<file path="config.mk">
export PLATFORM = sky130hd
export DESIGN_NAME = psq_core
export DESIGN_NICKNAME = d
export VERILOG_FILES = /design/src/psq_pkg.sv /design/src/psq_alu.sv /design/src/psq_core.sv
export VERILOG_INCLUDE_DIRS = /design/src
export SDC_FILE = /design/constraint.sdc
export NUM_CORES = 1
export LEC_CHECK = 0
export ABC_AREA = 0
export BUFFER_PORTS_ARGS = -buffer_cell sky130_fd_sc_hd__buf_2
export CAP_MARGIN = 20
export CORE_MARGIN = 3
export CORE_UTILIZATION = 35
export DETAILED_ROUTE_END_ITERATION = 12
export PLACE_DENSITY = 0.53
export SETUP_SLACK_MARGIN = 0.2
export SLEW_MARGIN = 20
export SYNTH_ARGS = -nofsm -noshare
export SYNTH_HDL_FRONTEND = slang
export SYNTH_SLANG_ARGS = --single-unit
export TNS_END_PERCENT = 20
</file>
<file path="constraint.sdc">
create_clock -name clock -period 4.8 [get_ports clock]
set_input_delay 0.48 -clock clock [delete_from_list [all_inputs] [get_ports clock]]
set_output_delay 0.48 -clock clock [all_outputs]
set_load 0.02 [all_outputs]
</file>
<file path="src/psq_params.svh">
`ifndef PSQ_PARAMS_SVH
`define PSQ_PARAMS_SVH
// Overview of operation
// - Four non-overlapping phases form one instruction cycle.
// - Counter advances entering first phase; fetch overlaps.
// - Sequential flow steps by one; jumps load.
// - Counter-changing instructions take two machine cycles.
// - Met skip discards fetched instruction; advance two.
// - Low byte writes jump within current page.
// - Reset and interrupts load fixed vectors.
// - Jump target bits plus bank select top bit.
// - Return stack holds counter values, software-invisible.
// - Call or interrupt acknowledge pushes counter.
// - Returns pop stack and restore counter.
// - Reset points stack index at top.
// - Full stack latches interrupt, withholds acknowledge.
// - Call on full stack still executes, overflows.
// - Eight-bit ALU computes results for named register.
// - ALU operations other than RR and RL update status flags.

`define PSQ_PC_W 14
`define PSQ_ADDR_W 13
`define PSQ_PAGE_W 8
`define PSQ_DATA_W 8
`define PSQ_STACK_DEPTH 8
`define PSQ_SP_W 4
`define PSQ_SP_STEP 4'h1
`define PSQ_PC_STEP 14'h0001
`define PSQ_NUM_INT 6
`define PSQ_VEC_RESET 14'h0000
`define PSQ_VEC_EXT0 14'h0004
`define PSQ_VEC_EXT1 14'h0008
`define PSQ_VEC_TMR0 14'h000c
`define PSQ_VEC_TMR1 14'h0010
`define PSQ_VEC_TMR2 14'h0014
`define PSQ_VEC_MULTI 14'h0018
`define PSQ_NIBBLE_W 4
`endif

</file>
<file path="src/psq_pkg.sv">
`include "psq_params.svh"
package psq_pkg;
  typedef enum logic [1:0] {
    PSQ_T1 = 2'h0,
    PSQ_T2 = 2'h1,
    PSQ_T3 = 2'h2,
    PSQ_T4 = 2'h3
  } psq_phase_e;

  typedef enum logic [2:0] {
    PSQ_OP_NONE = 3'h0,
    PSQ_OP_JUMP = 3'h1,
    PSQ_OP_CALL = 3'h2,
    PSQ_OP_RET = 3'h3,
    PSQ_OP_RETURN_FROM_INTERRUPT = 3'h4,
    PSQ_OP_SKIP = 3'h5,
    PSQ_OP_PCL = 3'h6
  } psq_op_e;

  typedef enum logic [3:0] {
    PSQ_ALU_ADD = 4'h0,
    PSQ_ALU_ADC = 4'h1,
    PSQ_ALU_SUB = 4'h2,
    PSQ_ALU_SBC = 4'h3,
    PSQ_ALU_AND = 4'h4,
    PSQ_ALU_OR = 4'h5,
    PSQ_ALU_XOR = 4'h6,
    PSQ_ALU_CPL = 4'h7,
    PSQ_ALU_RR = 4'h8,
    PSQ_ALU_RRC = 4'h9,
    PSQ_ALU_RL = 4'ha,
    PSQ_ALU_RLC = 4'hb,
    PSQ_ALU_INC = 4'hc,
    PSQ_ALU_DEC = 4'hd
  } psq_alu_op_e;

  typedef struct packed {
    psq_op_e op;
    logic [`PSQ_ADDR_W-1:0] target;
    logic [`PSQ_PAGE_W-1:0] pcl_data;
  } psq_cmd_s;

  typedef struct packed {
    logic ov;
    logic z;
    logic ac;
    logic c;
  } psq_status_s;

  typedef logic [`PSQ_PC_W-1:0] psq_pc_t;
endpackage

</file>
<file path="src/psq_alu.sv">
`timescale 1ns/10ps
`include "psq_params.svh"
module psq_alu #(
  parameter int W = `PSQ_DATA_W
) (
  input logic clock,
  input logic rst,
  input logic go,
  input psq_pkg::psq_alu_op_e op,
  input logic [W-1:0] a,
  input logic [W-1:0] b,
  output logic [W-1:0] result,
  output psq_pkg::psq_status_s status,
  output logic done
);
  typedef struct packed {
    logic [W-1:0] res;
    psq_pkg::psq_status_s st;
    logic done;
  } psq_alu_state_s;

  psq_alu_state_s s_r;
  psq_alu_state_s s_nxt;
  logic [W:0] sum;
  logic [`PSQ_NIBBLE_W:0] half;
  logic [W-1:0] bb;
  logic cin;
  logic [W-1:0] res;

  // -----------------------------------------------------------------
  // Result and flag computation.
  // -----------------------------------------------------------------
  always_comb begin
    s_nxt = s_r;
    s_nxt.done = go;
    bb = b;
    cin = 1'b0;
    if ((op == psq_pkg::PSQ_ALU_SUB) || (op == psq_pkg::PSQ_ALU_SBC)) begin
      bb = ~b;
    end
    if ((op == psq_pkg::PSQ_ALU_ADC) || (op == psq_pkg::PSQ_ALU_SBC)) begin
      cin = s_r.st.c;
    end else if (op == psq_pkg::PSQ_ALU_SUB) begin
      cin = 1'b1;
    end
    sum = {1'b0, a} + {1'b0, bb} + {{W{1'b0}}, cin};
    half = {1'b0, a[`PSQ_NIBBLE_W-1:0]} + {1'b0, bb[`PSQ_NIBBLE_W-1:0]}
         + {{`PSQ_NIBBLE_W{1'b0}}, cin};
    case (op)
      psq_pkg::PSQ_ALU_AND: res = a & b;
      psq_pkg::PSQ_ALU_OR: res = a | b;
      psq_pkg::PSQ_ALU_XOR: res = a ^ b;
      psq_pkg::PSQ_ALU_CPL: res = ~a;
      psq_pkg::PSQ_ALU_RR: res = {a[0], a[W-1:1]};
      psq_pkg::PSQ_ALU_RRC: res = {s_r.st.c, a[W-1:1]};
      psq_pkg::PSQ_ALU_RL: res = {a[W-2:0], a[W-1]};
      psq_pkg::PSQ_ALU_RLC: res = {a[W-2:0], s_r.st.c};
      psq_pkg::PSQ_ALU_INC: res = a + {{(W-1){1'b0}}, 1'b1};
      psq_pkg::PSQ_ALU_DEC: res = a - {{(W-1){1'b0}}, 1'b1};
      default: res = sum[W-1:0];
    endcase
    if (go) begin
      s_nxt.res = res;
      case (op)
        psq_pkg::PSQ_ALU_ADD, psq_pkg::PSQ_ALU_ADC,
        psq_pkg::PSQ_ALU_SUB, psq_pkg::PSQ_ALU_SBC: begin
          s_nxt.st.c = sum[W];
          s_nxt.st.ac = half[`PSQ_NIBBLE_W];
          s_nxt.st.ov = (a[W-1] == bb[W-1]) && (sum[W-1] != a[W-1]);
          s_nxt.st.z = (res == '0);
        end
        psq_pkg::PSQ_ALU_RRC: s_nxt.st.c = a[0];
        psq_pkg::PSQ_ALU_RLC: s_nxt.st.c = a[W-1];
        psq_pkg::PSQ_ALU_RR, psq_pkg::PSQ_ALU_RL: s_nxt.st = s_r.st;
        default: s_nxt.st.z = (res == '0);
      endcase
    end
  end

  always_ff @(posedge clock) begin
    if (rst) begin
      s_r <= '0;
    end else begin
      s_r <= s_nxt;
    end
  end

  assign result = s_r.res;
  assign status = s_r.st;
  assign done = s_r.done;
endmodule

</file>
<file path="src/psq_core.sv">
`timescale 1ns/10ps
`include "psq_params.svh"
module psq_core #(
  parameter int DEPTH = `PSQ_STACK_DEPTH,
  parameter int NINT = `PSQ_NUM_INT
) (
  input logic clock,
  input logic rst,
  input logic cmd_valid,
  input psq_pkg::psq_cmd_s cmd,
  input logic skip_cond,
  input logic bank_select_bit,
  input logic int_enable,
  input logic [NINT-1:0] int_req,
  input logic alu_go,
  input psq_pkg::psq_alu_op_e alu_op,
  input logic [`PSQ_DATA_W-1:0] alu_a,
  input logic [`PSQ_DATA_W-1:0] alu_b,
  output logic [3:0] phase_clocks,
  output psq_pkg::psq_pc_t fetch_addr,
  output logic [`PSQ_PAGE_W-1:0] counter_low_byte,
  output logic discard,
  output logic int_ack,
  output logic [NINT-1:0] int_pending,
  output logic stack_full,
  output logic stack_overflow,
  output logic [`PSQ_DATA_W-1:0] alu_result,
  output psq_pkg::psq_status_s alu_status,
  output logic alu_done
);
  typedef struct packed {
    psq_pkg::psq_phase_e phase;
    logic [3:0] phase_clk;
    psq_pkg::psq_pc_t pc;
    logic [DEPTH-1:0][`PSQ_PC_W-1:0] stk;
    logic [`PSQ_SP_W-1:0] sp;
    logic [NINT-1:0] pend;
    logic dummy;
    logic ack;
    logic full;
    logic ovf;
  } psq_core_state_s;

  psq_core_state_s s_r;
  psq_core_state_s s_nxt;
  psq_pkg::psq_op_e op_eff;
  logic t4;
  logic take_int;
  logic [NINT-1:0] clr;
  logic [`PSQ_SP_W-1:0] idx;

  // -----------------------------------------------------------------
  // Helper functions.
  // -----------------------------------------------------------------
  function automatic psq_pkg::psq_pc_t vec_of(input logic [NINT-1:0] pend);
    psq_pkg::psq_pc_t v;
    v = `PSQ_VEC_RESET;
    if (pend[0]) begin
      v = `PSQ_VEC_EXT0;
    end else if (pend[1]) begin
      v = `PSQ_VEC_EXT1;
    end else if (pend[2]) begin
      v = `PSQ_VEC_TMR0;
    end else if (pend[3]) begin
      v = `PSQ_VEC_TMR1;
    end else if (pend[4]) begin
      v = `PSQ_VEC_TMR2;
    end else if (pend[5]) begin
      v = `PSQ_VEC_MULTI;
    end
    return v;
  endfunction

  // Lowest set bit only, so one source is acknowledged at a time.
  function automatic logic [NINT-1:0] lowest(input logic [NINT-1:0] p);
    return p & (~p + {{(NINT-1){1'b0}}, 1'b1});
  endfunction

  function automatic logic [3:0] phase_onehot(input psq_pkg::psq_phase_e ph);
    return 4'h1 << ph;
  endfunction

  // -----------------------------------------------------------------
  // Sequencing.
  // -----------------------------------------------------------------
  always_comb begin
    s_nxt = s_r;
    s_nxt.ack = 1'b0;
    clr = '0;
    idx = s_r.sp;
    t4 = (s_r.phase == psq_pkg::PSQ_T4);
    op_eff = psq_pkg::PSQ_OP_NONE;
    if (cmd_valid && !s_r.dummy) begin
      op_eff = cmd.op;
    end
    take_int = 1'b0;
    case (s_r.phase)
      psq_pkg::PSQ_T1: s_nxt.phase = psq_pkg::PSQ_T2;
      psq_pkg::PSQ_T2: s_nxt.phase = psq_pkg::PSQ_T3;
      psq_pkg::PSQ_T3: s_nxt.phase = psq_pkg::PSQ_T4;
      psq_pkg::PSQ_T4: s_nxt.phase = psq_pkg::PSQ_T1;
      default: s_nxt.phase = psq_pkg::PSQ_T1;
    endcase
    s_nxt.phase_clk = phase_onehot(s_nxt.phase);
    if (t4) begin
      // The counter moves only on the edge that opens the first phase.
      s_nxt.dummy = 1'b0;
      case (op_eff)
        psq_pkg::PSQ_OP_JUMP: begin
          s_nxt.pc = {bank_select_bit, cmd.target};
          s_nxt.dummy = 1'b1;
        end
        psq_pkg::PSQ_OP_CALL: begin
          // A full stack still takes the call and wraps over the oldest level.
          if (s_r.sp < DEPTH[`PSQ_SP_W-1:0]) begin
            s_nxt.stk[s_r.sp[`PSQ_SP_W-2:0]] = s_r.pc;
            s_nxt.sp = s_r.sp + `PSQ_SP_STEP;
          end else begin
            s_nxt.stk[0] = s_r.pc;
            s_nxt.ovf = 1'b1;
          end
          s_nxt.pc = {bank_select_bit, cmd.target};
          s_nxt.dummy = 1'b1;
        end
        psq_pkg::PSQ_OP_RET, psq_pkg::PSQ_OP_RETURN_FROM_INTERRUPT: begin
          if (s_r.sp != '0) begin
            idx = s_r.sp - `PSQ_SP_STEP;
            s_nxt.sp = idx;
          end
          s_nxt.pc = s_r.stk[idx[`PSQ_SP_W-2:0]];
          s_nxt.dummy = 1'b1;
        end
        psq_pkg::PSQ_OP_SKIP: begin
          s_nxt.pc = s_r.pc + `PSQ_PC_STEP;
          s_nxt.dummy = skip_cond;
        end
        psq_pkg::PSQ_OP_PCL: begin
          s_nxt.pc = {s_r.pc[`PSQ_PC_W-1:`PSQ_PAGE_W], cmd.pcl_data};
          s_nxt.dummy = 1'b1;
        end
        default: begin
          // Requests wait while the stack is full; a return frees a level.
          take_int = int_enable && (s_r.pend != '0) && !s_r.full;
          if (take_int) begin
            s_nxt.stk[s_r.sp[`PSQ_SP_W-2:0]] = s_r.pc;
            s_nxt.sp = s_r.sp + `PSQ_SP_STEP;
            s_nxt.pc = vec_of(s_r.pend);
            clr = lowest(s_r.pend);
            s_nxt.ack = 1'b1;
            s_nxt.dummy = 1'b1;
          end else begin
            s_nxt.pc = s_r.pc + `PSQ_PC_STEP;
          end
        end
      endcase
    end
    s_nxt.pend = (s_r.pend & ~clr) | int_req;
    s_nxt.full = (s_nxt.sp == DEPTH[`PSQ_SP_W-1:0]);
  end

  always_ff @(posedge clock) begin
    if (rst) begin
      s_r <= '0;
      s_r.pc <= `PSQ_VEC_RESET;
      s_r.phase <= psq_pkg::PSQ_T1;
      s_r.phase_clk <= 4'h1;
    end else begin
      s_r <= s_nxt;
    end
  end

  // -----------------------------------------------------------------
  // Arithmetic unit.
  // -----------------------------------------------------------------
  psq_alu #(
    .W(`PSQ_DATA_W)
  ) u_alu (
    .clock(clock),
    .rst(rst),
    .go(alu_go),
    .op(alu_op),
    .a(alu_a),
    .b(alu_b),
    .result(alu_result),
    .status(alu_status),
    .done(alu_done)
  );

  // The stack has no software path; only the full and overflow flags leave.
  assign phase_clocks = s_r.phase_clk;
  assign fetch_addr = s_r.pc;
  assign counter_low_byte = s_r.pc[`PSQ_PAGE_W-1:0];
  assign discard = s_r.dummy;
  assign int_ack = s_r.ack;
  assign int_pending = s_r.pend;
  assign stack_full = s_r.full;
  assign stack_overflow = s_r.ovf;
endmodule

</file>
# Word level (Yosys, flattened, before mapping)
# Index checks and enable logic that the tools add are counted.
# Widths: inputs -> output; s select.
[word_totals]
regBits = 159
elab_cells = 147
output_inout_bits = 49
[op_classes]
order_cmp = 4
n_reduce_logical = 32
bitwise = 15
add_sub_neg = 10
muxes = 35
n_eq_ne = 26
n_shift = 1
[ops]
columns = ["cell", "n"]
rows = [
  ["$pmux 112 s2", 1],
  ["$mux 14", 9],
  ["$mux 116", 1],
  ["$bwmux 112", 1],
  ["$mux 98", 1],
  ["$pmux 8 s10", 1],
  ["$pmux 14 s4", 1],
  ["$bmux 14 s3", 1],
  ["$demux 14 s3", 1],
  ["$eq 4x4->1 const B", 7],
  ["$mux 6", 3],
  ["$eq 4x3->1 const B", 4],
  ["$not 8->8", 2],
  ["$add 14x1->14 const B", 1],
  ["$and 6x6->6", 2],
  ["$mux 4", 3],
  ["$not 6->6", 2],
  ["$pmux 4 s3", 1],
  ["$reduce_or 5->1", 2],
  ["$add 8x8->9", 1],
  ["$add 9x1->9", 1],
  ["$eq 3x3->1 const B", 3],
  ["$mux 3", 3],
  ["$add 8x1->8 const B", 1],
  ["other kinds (49)", 70],
]

# Logic depth before layout (Yosys ltp)
# Gate-level depths: netlist of the first run.
[depth]
ltp_word = 10
ltp_mapped = 15
mapped_depth_nobuf = 13

# Hierarchy
# Synthesis of the first run repeated with hierarchy kept, for this count alone.
[hier_totals]
hier_cells = 1136
hier_area_um2 = 9905.8
[modules_own_cells]
columns = ["module", "area_per_inst_um2", "n_inst", "cells_each"]
rows = [
  ["psq_core", 7711.1, 1, 855],
  ["psq_alu", 2194.6, 1, 281],
]

# Worst setup path after synthesis of the first run
# OpenSTA, ideal clock, no wires.
[synth_timing]
kind = "input -> register"
from = "in alu_op[3]"
to = "reg u_alu.s_r (netlist bit u_alu.status[2])"
arrival_time_ps = 3888
path_slack_ps = 843
cell_stages = 14
cell_sequence = "clkbuf_1 > buf_2 > nor3_1 > xnor2_1 > fa_1 > inv_1 > fa_1 > a21o_1 > a21oi_1 > o21ai_0 > xnor2_1 > a21oi_1 > or4_1 > o21ai_1"
[synth_via]
elab_chain_cells = 7
word_cells_on_any_way = 25
classes_between = "add/sub (2); eq/ne (13); mux (4); bitwise (1); reduce/logical (5)"
[synth_lines]
columns = ["item", "line", "rtl"]
rows = [
  ["start, declared", "psq_core.sv:16", "input psq_pkg::psq_alu_op_e alu_op,"],
  ["$eq 4x2->1 (on tied branches)", "n/a", ""],
  ["$logic_or 1x1->1", "psq_alu.sv:38", "if ((op == psq_pkg::PSQ_ALU_SUB) || (op == psq_pkg::PSQ_ALU_SBC)) begin"],
  ["$mux 8", "psq_alu.sv:38", ""],
  ["$add 8x8->9", "psq_alu.sv:46", "sum = {1'b0, a} + {1'b0, bb} + {{W{1'b0}}, cin};"],
  ["$add 9x1->9", "psq_alu.sv:46", ""],
  ["$pmux 8 s10", "psq_alu.sv:49", "case (op)"],
  ["$logic_not 8->1", "psq_alu.sv:70, psq_alu.sv:75", ""],
  ["end signal, assigned", "psq_alu.sv:84", "s_r <= s_nxt;"],
  ["end, declared", "psq_alu.sv:22", "psq_alu_state_s s_r;"],
]
# Parallel ways exist; a longest one is shown, timed or not.
# A chain may end at the register's enable or synchronous reset.

# Worst setup path in the final report of the first run
[layout_timing]
from = "reg s_r[11] (netlist name)"
to = "reg s_r (netlist bit fetch_addr[5])"
[layout_via]
elab_chain_cells = 7
word_cells_on_any_way = 8
classes_between = "add/sub (1); mux (6); reduce/logical (1)"
[layout_lines]
columns = ["item", "line", "rtl"]
rows = [
  ["start, declared", "psq_core.sv:44", "psq_core_state_s s_r;"],
  ["start signal, assigned", "psq_core.sv:168", "s_r <= s_nxt;"],
  ["$sub 4x1->4 (no line) or $reduce_bool 4->1 (tied branches)", "n/a", ""],
  ["$mux 4 (*)", "psq_core.sv:126", "if (s_r.sp != '0) begin"],
  ["$mux 3 (*)", "psq_core.sv:108", "case (op_eff)"],
  ["$mux 3 (*)", "psq_core.sv:105", "if (t4) begin"],
  ["$bmux 14 s3 (*)", "psq_core.sv:130", "s_nxt.pc = s_r.stk[idx[`PSQ_SP_W-2:0]];"],
  ["$mux 14 (*)", "psq_core.sv:130", ""],
  ["$pmux 14 s4 (*)", "psq_core.sv:108", ""],
]
# Mark *: on every way between the ends. The rest lies on a longest branch, timed or not. The select of a mux whose other input is x is not followed.

==> flow_summary.ini, run 1 <==
[route]
first_iter_violations = 564
num_vias = 7427
routed_wl_um = 24700
via_per_inst = 5.35
first_pass_iters = 6
wl_per_cell_um = 17.8
ant_nets = 0
route.detailed.drc = 0

[setup_path]
cpPeakStageDelay_ns = 0.56
arrival_ns = 3.83
cp.required_ns = 5.07
critPathLaunchType = flip-flop
cp_slowest_cell = dfxtp_1
endpoint_kind = flip-flop
critical_path_class = flip-flop to flip-flop
cp_cell_sequence = clkinv_1 > ha_1 > nor3b_4 > xnor2_2 > buf_4 > mux4_2 > mux2i_1 > o221a_2 > nor3_1
r2r_cells = 9
reg2reg_from = s_r[11]
crit_fanout = 10
reg2reg_slack_ns = 1.24
reg2reg_to = fetch_addr[5]
cp_num_buf_inv = 2
cpLargestDelayFamily = multiplexers

[floorplanning]
rows = 58
core_area_sq_um = 25500
die_h_um = 169
die_area_sq_um = 28400
ios = 106
die_w_um = 169
start_util = 0.362

[synth]
synth_cells = 1010
synth_top_cell_area_share = 0.344
synth_area_sq_um = 9250
synth_cell_type_count = 71
synth-async-reset-ratio = 0
avgSynthCellArea_sq_um = 9.16
syn_nets = 1100
yosysWarningCount = 0
synth_top_area_cell = dfxtp_1
synthFlopType = dfxtp_1
ys_seq_area_frac = 0.344
synth_edf_count = 0
ys_seq_elements = 159
synth_area_leaders = dfxtp_1 (34%), mux2i_1 (14%), mux4_2 (7.1%)

[finish]
drive_above_1_share = 0.199
syn2layout_area_growth_pct = 12.1
final_cells = 1388
fin_util = 0.406
nNetsFinal = 1135
fin_area_sq_um = 10400
antenna_cells = 0

[placed_design]
placed_cells = 1355
hpwl_um = 16800
gp_routability_congestion = 0.870
place_ws_ns = 0.937
portBuffers = 105
place_area_sq_um = 9780

[global_routing]
grt_pass1_wl_um = 39000
grt_overflow_total = 0
grt_start_max_net_pins = 86
grt_antenna_before_repair = 0
grt_usage = 0.170
first_global_vias = 6948

[status]
outcome = completed

[cts]
cts_setup_buffers = 0
cts_num_sinks = 159
cts_made_buffers = 17
worstSkewPairLatency_ns = 0.43
cts_root_buffer = clkbuf_16
cts_tree = yes
htreeDepth = 4
path_clk_slew_ns = 0.07
cts.repair.resized = 0
holdBufCountCts = 0
clockBufferDepth = 2

[hold_path]
worstHoldStart = int_req[1]
worstHoldPathCells = 3
worstHoldPathType = input port to flip-flop
min_to = int_pending[1]

[sta]
setup_ws_ns = 1.24
max_slew.worst_pin.slew_ns = 1.08
finalSetupViolations = 0
maxSlewHeadroom = 0.277
final_max_slew_viol_count = 0
fin_crit_sh = 0.741
fmax_mhz = 281
rsz0062_at_grt = false
period_minus_slack_ns = 3.56
holdWs_ns = 0.257
hold_viol = 0
skew_ns = 0.00895
fin_tns_setup_ns = 0

[power_and_ir_drop]
total_power_mw = 3.49
p_leak_nw = 4.39
irDropWorstVdd_uv = 188
power-per-cell-area_nw_per_um2 = 337

[run]
maxCapViolCount = 0
## power breakdown
| part | switching, mW | internal, mW |
|---|---|---|
| sequential | 0.0864 | 1.36 |
| clock | 0.598 | 0.726 |
| combinational | 0.439 | 0.280 |
## Yosys cell counts, types with 5 or more instances
cell      instances
a211oi_1          6
a21o_1            5
a21oi_1          42
a221oi_1         13
a31oi_1           7
a32oi_1           6
buf_2            13
buf_4            40
clkbuf_1         49
dfxtp_1         159
ha_1             31
inv_1            31
mux2_2            5
mux2i_1         131
mux4_2           29
nand2_1          42
nand2b_1          9
nand3_1          22
nand3b_1          8
nand4_1           5
nor2_1          159
nor2b_1          10
nor3_1           21
o211a_1           6
o211ai_1          5
o21ai_0          37
o21ai_1           5
o22ai_1           5
or3_1            12
xnor2_1          20
xor2_1            8
## worst max path at each step
stage	startpoint	to	slack, ns	cells after the start
after global routing	s_r[11]	fetch_addr[5]	1.01	9
after floorplan	alu_op[3]	u_alu.status[2]	0.84	14
final	s_r[11]	fetch_addr[5]	1.24	9
after CTS	s_r[11]	fetch_addr[5]	1.24	9
after detailed placement	alu_op[1]	u_alu.status[2]	0.94	15
after global placement	alu_op[1]	u_alu.status[2]	1.0	15
## cells by family (layout without fill, tap and decap cells)
logic type / Yosys count / in the layout / synth area share
mux: 165 / 165 / 0.218
simple gates: 312 / 312 / 0.157
xor+xnor: 29 / 29 / 0.0283
buf+inv: 140 / 188 / 0.0756
compound gates: 172 / 172 / 0.130
flops: 159 / 159 / 0.344
fa+ha+maj: 33 / 33 / 0.0463
## area by class of cell
class                           count  area [sq um]
Fill cell                        2570         15200
Multi-Input combinational cell    711          5410
Sequential cell                   159          3180
Timing Repair Buffer              121           656
Clock buffer                       20           467
Tap cell                          330           413
Inverter                           35           131
Clock inverter                     12           110
## flip-flops by register name (all words and copies together) (netlist names), 4 cells and up
register      count
phase_clocks      4
s_r             118
fetch_addr       14
int_pending       6
u_alu.result      8
u_alu.status      4
## per-layer routing
| metal | up-vias | track usage | share of wire |
|---|---|---|---|
| li1 | 3662 | - | - |
| met1 | 3546 | 0.236 | 0.48 |
| met2 | 199 | 0.281 | 0.46 |
| met3 | 20 | 0.0248 | 0.044 |
| met4 | 0 | 0.0406 | 0.013 |
| met5 | - | 0 | 0 |
## worst reg2reg max path, cell delays in order, from the launching register on
cell and delay [ns]:
dfxtp_1 0.56, clkinv_1 0.33, ha_1 0.33, nor3b_4 0.20
xnor2_2 0.52, buf_4 0.35, mux4_2 0.55, mux2i_1 0.28
o221a_2 0.24, nor3_1 0.04
## layout by cell type (no fill, tap or decap), types with 7 or more instances in the layout
cell,instances
a21oi_1,41
mux2i_1,131
ha_1,31
inv_6,8
clkbuf_16,17
nand3_1,22
nand2_1,42
nand3b_1,8
nor2_1,159
dfxtp_1,159
o21ai_0,37
xor2_1,8
buf_2,104
a31oi_1,7
nand2b_1,9
a221oi_1,13
buf_4,16
nor3_1,21
mux4_2,29
xnor2_1,19
or3_1,12
inv_1,31
nor2b_1,10
Power figures use the tool's default switching activity.
==> inputs of run 2 (changes only) <==
==> constraint.sdc (replaced) <==
create_clock -name clock -period 3.7 [get_ports clock]
set_input_delay 0.37 -clock clock [delete_from_list [all_inputs] [get_ports clock]]
set_output_delay 0.37 -clock clock [all_outputs]
set_load 0.02 [all_outputs]
==> run 2 against run 1 <==
  * Sequential share of layout area down 0.16 points
  * Register-to-register slack worse by 0.68 ns
  * Power up 28%
  * Global-route usage up 0.31 points
  * Fmax up 13%
  * Clock-buffer cell count down 2
  * Setup slack worse by 0.68 ns
  * Hold slack worse by 0.10 ns
  * Combinational power up 33%
  * Non-clock buffer count up 9
  * Critical path type unchanged
  * Critical endpoint is now fetch_addr[2]
==> flow_summary.ini, run 2 (same netlist as run 1, synthesis figures left out) <==
[cts]
path_clk_slew_ns = 0.07
worstSkewPairLatency_ns = 0.43
cts_num_sinks = 159
cts_made_buffers = 17
cts_tree = yes
cts.repair.resized = 0
cts_setup_buffers = 0
clockBufferDepth = 2
htreeDepth = 4
holdBufCountCts = 0
cts_root_buffer = clkbuf_16

[power_and_ir_drop]
irDropWorstVdd_uv = 247
p_leak_nw = 4.41
power-per-cell-area_nw_per_um2 = 429

[floorplanning]
rows = 58
core_area_sq_um = 25500
die_w_um = 169
ios = 106
die_h_um = 169
die_area_sq_um = 28400
start_util = 0.362

[placed_design]
place_ws_ns = 0.462
hpwl_um = 17200
gp_routability_congestion = 0.857
portBuffers = 105

[global_routing]
use_met2 = 0.275
grt_start_max_net_pins = 130
grt_busiest_layer = met2
grtUsageMet1 = 0.242
gr-usage-met3 = 0.0280
grt_pass1_wl_um = 39600
first_global_vias = 7219
grt_usage = 0.173
grt_antenna_before_repair = 0
grt_overflow_total = 0

[sta]
fin_tns_setup_ns = 0
fin_crit_sh = 0.849
hold_viol = 0
maxSlewHeadroom = 0.438
final_max_slew_viol_count = 0
rsz0062_at_grt = false
setup_ws_ns = 0.559
max_slew.worst_pin.slew_ns = 0.839
fmax_mhz = 318
finalSetupViolations = 0
period_minus_slack_ns = 3.14
skew_ns = 0.00842

[route]
first_pass_iters = 5
first_iter_violations = 545
via_per_inst = 5.33
wl_per_cell_um = 17.6
routed_wl_um = 24600
ant_nets = 0
num_vias = 7438
route.detailed.drc = 0

[setup_path]
arrival_ns = 3.42
endpoint_kind = flip-flop
crit_fanout = 16
critPathLaunchType = flip-flop
critical_path_class = flip-flop to flip-flop
cp.required_ns = 3.98

[finish]
top_register = s_r
drive_above_1_share = 0.205
largest_register_ffs = 118
nNetsFinal = 1144
syn2layout_area_growth_pct = 12.7
final_cell_mix = nor2_1 (159), dfxtp_1 (159), mux2i_1 (131)
antenna_cells = 0

[run]
maxCapViolCount = 0

[status]
outcome = completed

[hold_path]
worstHoldPathType = input port to flip-flop
run 2: metal layers:
| metal | wire length, um | up-vias |
|---|---|---|
| met4 | 346 | 0 |
| met3 | 1190 | 23 |
| li1 | - | 3665 |
| met2 | 11400 | 185 |
| met1 | 11700 | 3565 |
| met5 | 0 | - |
run 2: where the power goes:
part           leakage [nW]  switching [mW]  internal (mW)
registers              1.29           0.108           1.77
clock network         0.261           0.753          0.885
logic                  2.86           0.572          0.381
run 2: final cells by class:
class,instances,area [sq um]
Sequential cell,159,3180
Clock buffer,18,439
Fill cell,2595,15100
Tap cell,330,413
Multi-Input combinational cell,711,5410
Inverter,35,131
Timing Repair Buffer,130,741
Clock inverter,13,105
run 2: path summary, 6_finish.rpt:
kind,endpoint,depth (start not counted),slack (ns),from
worst max-delay path,fetch_addr[2],10,0.56,s_r[11]
worst min-delay path,int_pending[2],3,0.15,int_req[2]
worst max register to register,fetch_addr[2],10,0.56,s_r[11]
worst min register to register,u_alu.result[0],2,0.46,u_alu.result[0]
run 2: per-stage QoR:
stage	utilization	power, mW	cell area, sq um	cells	hold WS (ns)
floorplan	-	2.61	9260	1010	0.449
global placement	0.387	2.87	9880	1365	0.446
detailed placement	0.387	2.87	9880	1365	0.447
CTS	0.408	4.52	10400	1396	0.137
global route	0.408	4.67	10400	1396	0.165
finish	0.408	4.47	10400	1396	0.154
run 2: worst max-delay path, cell delays in order (launching register included):
cell       delay, ns
dfxtp_1         0.57
clkinv_1        0.30
ha_1            0.31
nor3b_4         0.20
xnor2_2         0.19
buf_12          0.22
mux4_2          0.53
mux2i_1         0.17
nor2_1          0.07
a2111oi_0       0.31
a2111oi_0       0.12
